===== src/dacsw_pkg.sv =====
`default_nettype none
package dacsw_pkg;
  // ****************************************
  // Word layout
  // ****************************************
  localparam int WORD_BITS  = 16;
  localparam int CODE_BITS  = 10;
  localparam int CODE_LSB   = 2;
  localparam int MODE_UPPER = 13;
  localparam int MODE_LOWER = 12;
  localparam logic [9:0] CODE_RESET = 10'h000;

  typedef enum logic [1:0] {
    DACSW_NORMAL = 2'h0,
    DACSW_PD_1K  = 2'h1,
    DACSW_PD_100K = 2'h2,
    DACSW_PD_HIZ = 2'h3
  } dacsw_mode_t;

  // ****************************************
  // Timing
  // ****************************************
  localparam int CLK_PERIOD_NS    = 50;
  localparam int SYNC_HIGH_MIN_NS = 33;
  localparam int SYNC_HIGH_CYCLES =
    (SYNC_HIGH_MIN_NS + CLK_PERIOD_NS - 1) / CLK_PERIOD_NS;
  localparam int SCLK_MAX_MHZ     = 30;
  localparam int SCLK_HALF_DEFAULT = 4;
  localparam int BITCNT_W         = 5;
  localparam int FIFO_DEPTH       = 8;
endpackage : dacsw_pkg
`default_nettype wire

===== src/dacsw_if.sv =====
`timescale 1ns/1ps
`default_nettype none
interface dacsw_if;
  logic sync_n;
  logic sclk;
  logic din;
  modport host   (output sync_n, output sclk, output din);
  modport device (input sync_n, input sclk, input din);
endinterface : dacsw_if
`default_nettype wire


===== src/dacsw_device.sv =====
`timescale 1ns/1ps
`default_nettype none
module dacsw_device (
  input  wire logic          CLK,
  input  wire logic          RESET,
  dacsw_if.device            link,
  output logic [9:0]         DAC_CODE,
  output logic [1:0]         MODE,
  output logic               ANALOG_ON,
  output logic               TERM_1K,
  output logic               TERM_100K,
  output logic               AMP_TO_PIN,
  output logic [1023:0]      TAP_SEL,
  output logic               UPDATE,
  output logic               ABORT
);
  // ****************************************
  // Pin synchronisers
  // ****************************************
  // Reset to the parked-low level, so a select held low gives no false fall
  logic sync_lvl;
  logic sync_fall;
  logic sync_rise;
  logic sclk_fall;
  logic din_lvl;

  dacsw_sync #(.INIT(1'b0)) sync_pin_i (
    .clk   (CLK),
    .reset (RESET),
    .pin   (link.sync_n),
    .level (sync_lvl),
    .rise  (sync_rise),
    .fall  (sync_fall)
  );

  dacsw_sync #(.INIT(1'b0)) sclk_pin_i (
    .clk   (CLK),
    .reset (RESET),
    .pin   (link.sclk),
    .level (),
    .rise  (),
    .fall  (sclk_fall)
  );

  dacsw_sync #(.INIT(1'b0)) din_pin_i (
    .clk   (CLK),
    .reset (RESET),
    .pin   (link.din),
    .level (din_lvl),
    .rise  (),
    .fall  ()
  );

  // ****************************************
  // Frame shifter
  // ****************************************
  logic [15:0] shift_reg;
  logic [4:0]  count_reg;
  logic        armed_reg;
  logic        last_bit;
  logic [15:0] word;

  assign last_bit = armed_reg && !sync_lvl && sclk_fall &&
                    (count_reg == 5'(dacsw_pkg::WORD_BITS - 1));
  assign word     = {shift_reg[14:0], din_lvl};

  always_ff @(posedge CLK) begin
    if (RESET) begin
      shift_reg <= 16'h0000;
      count_reg <= 5'h00;
      armed_reg <= 1'b0;
    end else if (sync_lvl) begin
      shift_reg <= 16'h0000;
      count_reg <= 5'h00;
      armed_reg <= 1'b0;
    end else if (sync_fall) begin
      count_reg <= 5'h00;
      armed_reg <= 1'b1;
      if (sclk_fall) begin
        shift_reg <= {15'h0000, din_lvl};
        count_reg <= 5'h01;
      end
    end else if (armed_reg && sclk_fall) begin
      shift_reg <= word;
      count_reg <= count_reg + 5'h01;
      // Later clocks of a finished frame are ignored until a fresh fall
      if (last_bit) begin
        armed_reg <= 1'b0;
      end
    end
  end

  // ****************************************
  // Converter and mode registers
  // ****************************************
  logic [9:0] code_reg;
  logic [1:0] mode_reg;

  always_ff @(posedge CLK) begin
    if (RESET) begin
      code_reg <= dacsw_pkg::CODE_RESET;
      mode_reg <= 2'(dacsw_pkg::DACSW_NORMAL);
    end else if (last_bit) begin
      code_reg <= word[dacsw_pkg::CODE_LSB +: dacsw_pkg::CODE_BITS];
      mode_reg <= {word[dacsw_pkg::MODE_UPPER], word[dacsw_pkg::MODE_LOWER]};
    end
  end

  // ****************************************
  // Outputs
  // ****************************************
  always_ff @(posedge CLK) begin
    if (RESET) begin
      UPDATE <= 1'b0;
      ABORT  <= 1'b0;
    end else begin
      UPDATE <= last_bit;
      ABORT  <= sync_rise && armed_reg && (count_reg != 5'h00);
    end
  end

  // Registered copies keep outputs glitch free
  always_ff @(posedge CLK) begin
    if (RESET) begin
      DAC_CODE <= dacsw_pkg::CODE_RESET;
      TAP_SEL  <= 1024'h1;
    end else begin
      DAC_CODE <= code_reg;
      // Taps stay one-hot even when powered down; string power is cut instead
      TAP_SEL  <= 1024'h1 << code_reg;
    end
  end

  // Power-down decode; the stored code is left alone in every mode
  always_ff @(posedge CLK) begin
    if (RESET) begin
      MODE       <= 2'h0;
      ANALOG_ON  <= 1'b1;
      AMP_TO_PIN <= 1'b1;
      TERM_1K    <= 1'b0;
      TERM_100K  <= 1'b0;
    end else begin
      MODE       <= mode_reg;
      ANALOG_ON  <= (mode_reg == 2'(dacsw_pkg::DACSW_NORMAL));
      AMP_TO_PIN <= (mode_reg == 2'(dacsw_pkg::DACSW_NORMAL));
      TERM_1K    <= (mode_reg == 2'(dacsw_pkg::DACSW_PD_1K));
      TERM_100K  <= (mode_reg == 2'(dacsw_pkg::DACSW_PD_100K));
    end
  end
endmodule : dacsw_device

// ****************************************
// Two-flop synchroniser with edge flags
// ****************************************
module dacsw_sync #(
  parameter logic INIT = 1'b0
) (
  input  wire logic clk,
  input  wire logic reset,
  input  wire logic pin,
  output logic      level,
  output logic      rise,
  output logic      fall
);
  logic [1:0] meta_reg;
  logic       last_reg;

  // Only the second stage feeds logic; the first may still be settling
  always_ff @(posedge clk) begin
    if (reset) begin
      meta_reg <= {2{INIT}};
    end else begin
      meta_reg <= {meta_reg[0], pin};
    end
  end

  always_ff @(posedge clk) begin
    if (reset) begin
      last_reg <= INIT;
    end else begin
      last_reg <= meta_reg[1];
    end
  end

  assign level = meta_reg[1];
  assign rise  = !last_reg && meta_reg[1];
  assign fall  = last_reg && !meta_reg[1];
endmodule : dacsw_sync
`default_nettype wire


===== src/flat_wrapper.sv =====
// flat-port wrapper written by rule: the top's interface ports become plain ports
module dacsw_device_flat 
  (CLK, RESET, DAC_CODE, MODE, ANALOG_ON, TERM_1K, TERM_100K, AMP_TO_PIN, TAP_SEL, UPDATE, ABORT, link_sync_n, link_sclk, link_din);
  dacsw_if link_i ();
  input  wire logic CLK;
  input  wire logic RESET;
  output logic [9:0] DAC_CODE;
  output logic [1:0] MODE;
  output logic ANALOG_ON;
  output logic TERM_1K;
  output logic TERM_100K;
  output logic AMP_TO_PIN;
  output logic [1023:0] TAP_SEL;
  output logic UPDATE;
  output logic ABORT;
  input wire logic [$bits(link_i.sync_n)-1:0] link_sync_n;
  input wire logic [$bits(link_i.sclk)-1:0] link_sclk;
  input wire logic [$bits(link_i.din)-1:0] link_din;
  assign link_i.sync_n = link_sync_n;
  assign link_i.sclk = link_sclk;
  assign link_i.din = link_din;
  dacsw_device u_core (.CLK(CLK), .RESET(RESET), .link(link_i), .DAC_CODE(DAC_CODE), .MODE(MODE), .ANALOG_ON(ANALOG_ON), .TERM_1K(TERM_1K), .TERM_100K(TERM_100K), .AMP_TO_PIN(AMP_TO_PIN), .TAP_SEL(TAP_SEL), .UPDATE(UPDATE), .ABORT(ABORT));
endmodule

===== config.mk =====
export PLATFORM = sky130hd
export DESIGN_NAME = dacsw_device_flat
export DESIGN_NICKNAME = d
export VERILOG_FILES = /design/src/dacsw_pkg.sv /design/src/dacsw_if.sv /design/src/dacsw_device.sv /design/src/flat_wrapper.sv
export SDC_FILE = /design/constraint.sdc
export NUM_CORES = 1
export LEC_CHECK = 0
export ABC_AREA = 0
export BUFFER_PORTS_ARGS = -buffer_cell sky130_fd_sc_hd__buf_2
export CAP_MARGIN = 0
export CORE_AREA = 8 8 402 404
export CTS_BUF_LIST = sky130_fd_sc_hd__clkbuf_2 sky130_fd_sc_hd__clkbuf_4 sky130_fd_sc_hd__clkbuf_8
export CTS_CLUSTER_SIZE = 14
export DETAILED_ROUTE_END_ITERATION = 12
export DIE_AREA = 0 0 410 412
export SYNTH_ARGS = -nofsm -noshare
export SYNTH_HDL_FRONTEND = slang
export SYNTH_HIERARCHICAL = 1
export SYNTH_SLANG_ARGS = --single-unit
export TNS_END_PERCENT = 10

===== constraint.sdc =====
create_clock -name CLK -period 5 [get_ports CLK]
set_input_delay 0.75 -clock CLK [delete_from_list [all_inputs] [get_ports CLK]]
set_output_delay 0.75 -clock CLK [all_outputs]
set_load 0.1 [all_outputs]

## After elaboration in Yosys (flattened, before gate mapping)

Index checks and enable logic that the tools add are counted.

- Register bits: 1080
- Output and inout bits: 1042
- Word-level logic and storage cells: 52

- $add $sub $neg: 1
- Equal/unequal tests: 4
- Shifts and indexed selects: 1
- Muxes and demuxes: 9
- Reductions and logical operators: 19

Operator list:

| cell | number |
|---|---|
| left shift 1 x 10 -> 1024 bit (first input constant) | 1 |
| two-way mux 13 bit | 3 |
| two-way mux 5 bit | 2 |
| logical AND 1 bit | 9 |
| adder 5 x 1 -> 5 bit (second input constant) | 1 |
| equality test 5 x 4 -> 1 bit (second input constant) | 1 |
| nonzero test 5 bit | 1 |
| two-way mux 1 bit | 4 |
| AND reduction 2 bit | 2 |
| nonzero test 2 bit | 2 |
| zero test 1 bit | 3 |
| equality test 2 x 1 -> 1 bit (second input constant) | 1 |
| equality test 2 bit (second input constant) | 1 |
| zero test 2 bit | 1 |
| != test 2 bit (second input constant) | 1 |
| OR reduction 2 bit | 1 |

## Longest topological paths before layout

- Depth in word-level cells: 7
- Mapped depth: 7
- Mapped depth without buffers: 6

## Hierarchy

Netlist, hierarchy kept.

Modules (own cells, without submodules):

| module | times used | cells an instance | area an instance (µm²) |
|---|---|---|---|
| dacsw_device | 1 | 2731 | 28416.0 |
| dacsw_sync | 3 | 8 | 91.3 |

## Worst setup path before layout

Ideal clock, no wire load.

- Kind: register to output
- Start point: register u_core/AMP_TO_PIN (netlist name)
- End point: output ANALOG_ON
- Data arrival time: 1356 ps
- Slack: 2894 ps
- Stages on the path, launching flop included: 2
- Path buffers: 1
- Cells stage by stage: dfxtp_1 > buf_4

RTL lines:

| element | line | source |
|---|---|---|
| to (decl) | flat_wrapper.sv:9 | `output logic ANALOG_ON;` |

## Worst setup path after layout

- Start point: register u_core.code_reg[4]
- End point: register u_core.TAP_SEL[888]

- Cells in the longest elaborated chain, start to end: 1

Ends and longest elaborated chain:

| element | line | source |
|---|---|---|
| from (decl) | dacsw_device.sv:96 | `logic [9:0] code_reg;` |
| from (signal assigned) | dacsw_device.sv:101 | `code_reg <= dacsw_pkg::CODE_RESET;` |
| from (signal assigned) | dacsw_device.sv:104 | `code_reg <= word[dacsw_pkg::CODE_LSB +: dacsw_pkg::CODE_BITS];` |
| left shift 1 x 10 -> 1024 bit | dacsw_device.sv:130 | `TAP_SEL <= 1024'h1 << code_reg;` |
| to (signal assigned) | dacsw_device.sv:130 |  |
| to (decl) | dacsw_device.sv:13 | `output logic [1023:0] TAP_SEL,` |

Every way passes these cells.
A chain may end at the register's enable or synchronous reset.

==> run_results.csv <==
group,metric,value,unit
outcome,outcome,"finished, final reports clean",
cts,clockBufferDepth,3,
global_route,grt_first_pass_wirelength,181,mm
sta,grt_setup_unrepaired,"false",
die,io_pins,1047,
final_layout,drive_above_1_share,36.1,%
die,core,0.155,sq mm
placement,place_ws,1.68,ns
sta,finalWorstSetupSlack,1.86,ns
global_route,grt_max_degree,99,
min_path,min_path_cells,1,
drt,top_layer_used,"met4",
global_route,grt_usage,15.0,%
final_layout,multi_input_area,0.00647,sq mm
placement,place.gp.congestion,0.884,
power_and_ir_drop,power_frac_clock,48.1,%
drt,viasPerCell,3.86,
drt,totalWireLength,136,mm
cts,clk_pin_slew,0.06,ns
cts,clkLatencyLatePin,0.83,ns
sta,worst_pin_slew,1.25,ns
power_and_ir_drop,power.internal,13100,uW
setup_path,end_kind,"flip-flop",
cts,clock-sinks,1080,
cts,clock-root-buffer,"clkbuf_8",
power_and_ir_drop,p_sw,3600,uW
drt,vias,23300,
sta,drv_slew,0,
final_layout,fin_cells,6029,
cts,cts_tree,"yes",
sta,slew_headroom,16.4,%
drt,drc,0,
final_layout,nNetsFinal,3851,
sta,fin_hold_ws,0.434,ns
cts,cts_buffers,172,
sta,min_period,3.14,ns
die,dieArea,0.169,sq mm
drt,drt.antenna.violating_nets,0,
logic_synthesis,synth_area,0.0286,sq mm
global_route,antenna_found_initial,8,
power_and_ir_drop,swShare,21.5,%
sta,max_freq,319,MHz
setup_path,cp.arrival,3.87,ns
die,die_width,410,microns
die,dieHeight,412,microns
final_layout,fillers,16600,
placement,port_buffers,1046,
final_layout,fin_area,0.0400,sq mm
sta,setup_viol,0,
min_path,holdPathEnd,"u_core/sclk_pin_i/meta_reg[1]",
min_path,hold_class,"reg2reg",
drt,wl_met2,66.3,mm
global_route,overflow,0,
placement,placed_cells,5724,
logic_synthesis,avgSynthCellArea,10.4,sq um
die,initial_utilization,18.5,%
cts,cts.htree.levels,4,
drt,met1_length,52.6,mm
final_layout,syn_to_final_growth,39.7,%
setup_path,r2r-start,"u_core/code_reg[4]",
final_layout,largest_reg_flops,1024,
sta,setup_total_negative_slack,0,ns
setup_path,crit_fanout,39,
drt,wl_per_cell,22.5,microns
power_and_ir_drop,p_comb_share,0.4,%
sta,fin_skew,0.0490,ns
setup_path,cp.required,5.74,ns
cts,post_cts_buffers,0,
logic_synthesis,postSynthCellCount,2750,
logic_synthesis,yosysWarnings,6,
final_layout,regArea,0.0216,sq mm
power_and_ir_drop,power.leakage,0.0179,uW
job,drv_cap,0,
drt,dr.first_iter.drc_count,1907,
placement,place_area,0.0363,sq mm
power_and_ir_drop,power_density,418,mW/mm^2
setup_path,ff2ff_path_depth,3,
sta,hold_viol,0,
sta,period_share,62.8,%
setup_path,crit_type,"reg2reg",
logic_synthesis,synth_nets,2758,
min_path,min_from,"u_core/sclk_pin_i/meta_reg[0]",
power_and_ir_drop,ir_drop,0.000252,V
setup_path,r2r_end,"u_core/TAP_SEL[888]",
placement,dp_hpwl,102,mm
power_and_ir_drop,seqPwrFrac,51.5,%
setup_path,reg2reg_slack,1.86,ns
global_route,grt_pass1_vias,23000,
setup_path,cp-start-kind,"flip-flop",
drt,dr.pass1.iters,5,
drt,met3_length,11.9,mm
die,placementRows,145,
-- what timing repair did --
item	CTS	global route
hold endpoints to repair	3	0
resized for setup	0	0
hold buffers	3	0
-- cell type report --
type	count	area share (%)
multi-input combinational	1495	16.2
sequential	1080	54.1
inverter	3	0.0281
antenna	7	0.0438
tap	2058	6.44
clock inverter	34	1.08
clock buffer	261	8.18
timing repair buffer	1091	14.0
-- power groups by stage --
stage	Combinational [uW]	Sequential [uW]	Clock, uW
finish	67.9	8610	8050
global route	72.7	8610	8640
CTS	69.5	8610	8260
detailed placement	67.5	8800	0
global placement	66.7	8800	0
floorplan	37.7	8800	0
-- metrics by stage --
step / utilization [%] / total power (uW)
floorplan: - / 8840
global route: 25.8 / 17300
global placement: 23.4 / 8870
finish: 25.8 / 16700
detailed placement: 23.4 / 8870
CTS: 25.8 / 16900
-- critical path, cell delays in order (launching register included) --
cell and delay, ns:
dfxtp_2 1.11, and4bb_2 1.01, nand2_1 0.60, nor2_1 0.27
-- placed cells by master, fill, tap and decap left out, types with 4 or more instances in the layout --
master	instances
clkbuf_8	210
nand3_1	4
nand2_2	8
dfxtp_2	8
inv_6	4
nor3_1	5
diode_2	7
nor2_1	1030
dfxtp_1	1072
and4b_1	15
a21oi_1	16
nand2_1	305
nor4b_4	5
buf_4	40
and4bb_2	10
clkinvlp_4	6
clkbuf_4	51
bufinv_16	6
buf_2	1046
nor4bb_4	6
clkinv_2	8
a22o_1	12
and4_1	5
nor2b_1	33
and3_1	5
-- worst max path at each step --
stage / endpoint / cells past startpoint / start / slack, ns
2_1_floorplan: ANALOG_ON / 1 / u_core/AMP_TO_PIN / 2.89
3_3_place_gp: u_core/TAP_SEL[791] / 4 / RESET / 1.73
3_5_place_dp: u_core/TAP_SEL[855] / 4 / RESET / 1.68
4_1_cts: u_core/TAP_SEL[888] / 3 / u_core/code_reg[4] / 1.76
5_1_grt: u_core/TAP_SEL[856] / 3 / u_core/code_reg[4] / 1.73
6_report: u_core/TAP_SEL[888] / 3 / u_core/code_reg[4] / 1.86
-- metal layers --
| layer | GRT usage, % | vias up |
|---|---|---|
| met5 | 0 | - |
| met4 | 6.10 | 0 |
| met3 | 4.64 | 250 |
| met2 | 25.7 | 1208 |
| met1 | 17.5 | 11200 |
| li1 | - | 10600 |
Note: power is estimated with default switching activity, not from simulation.
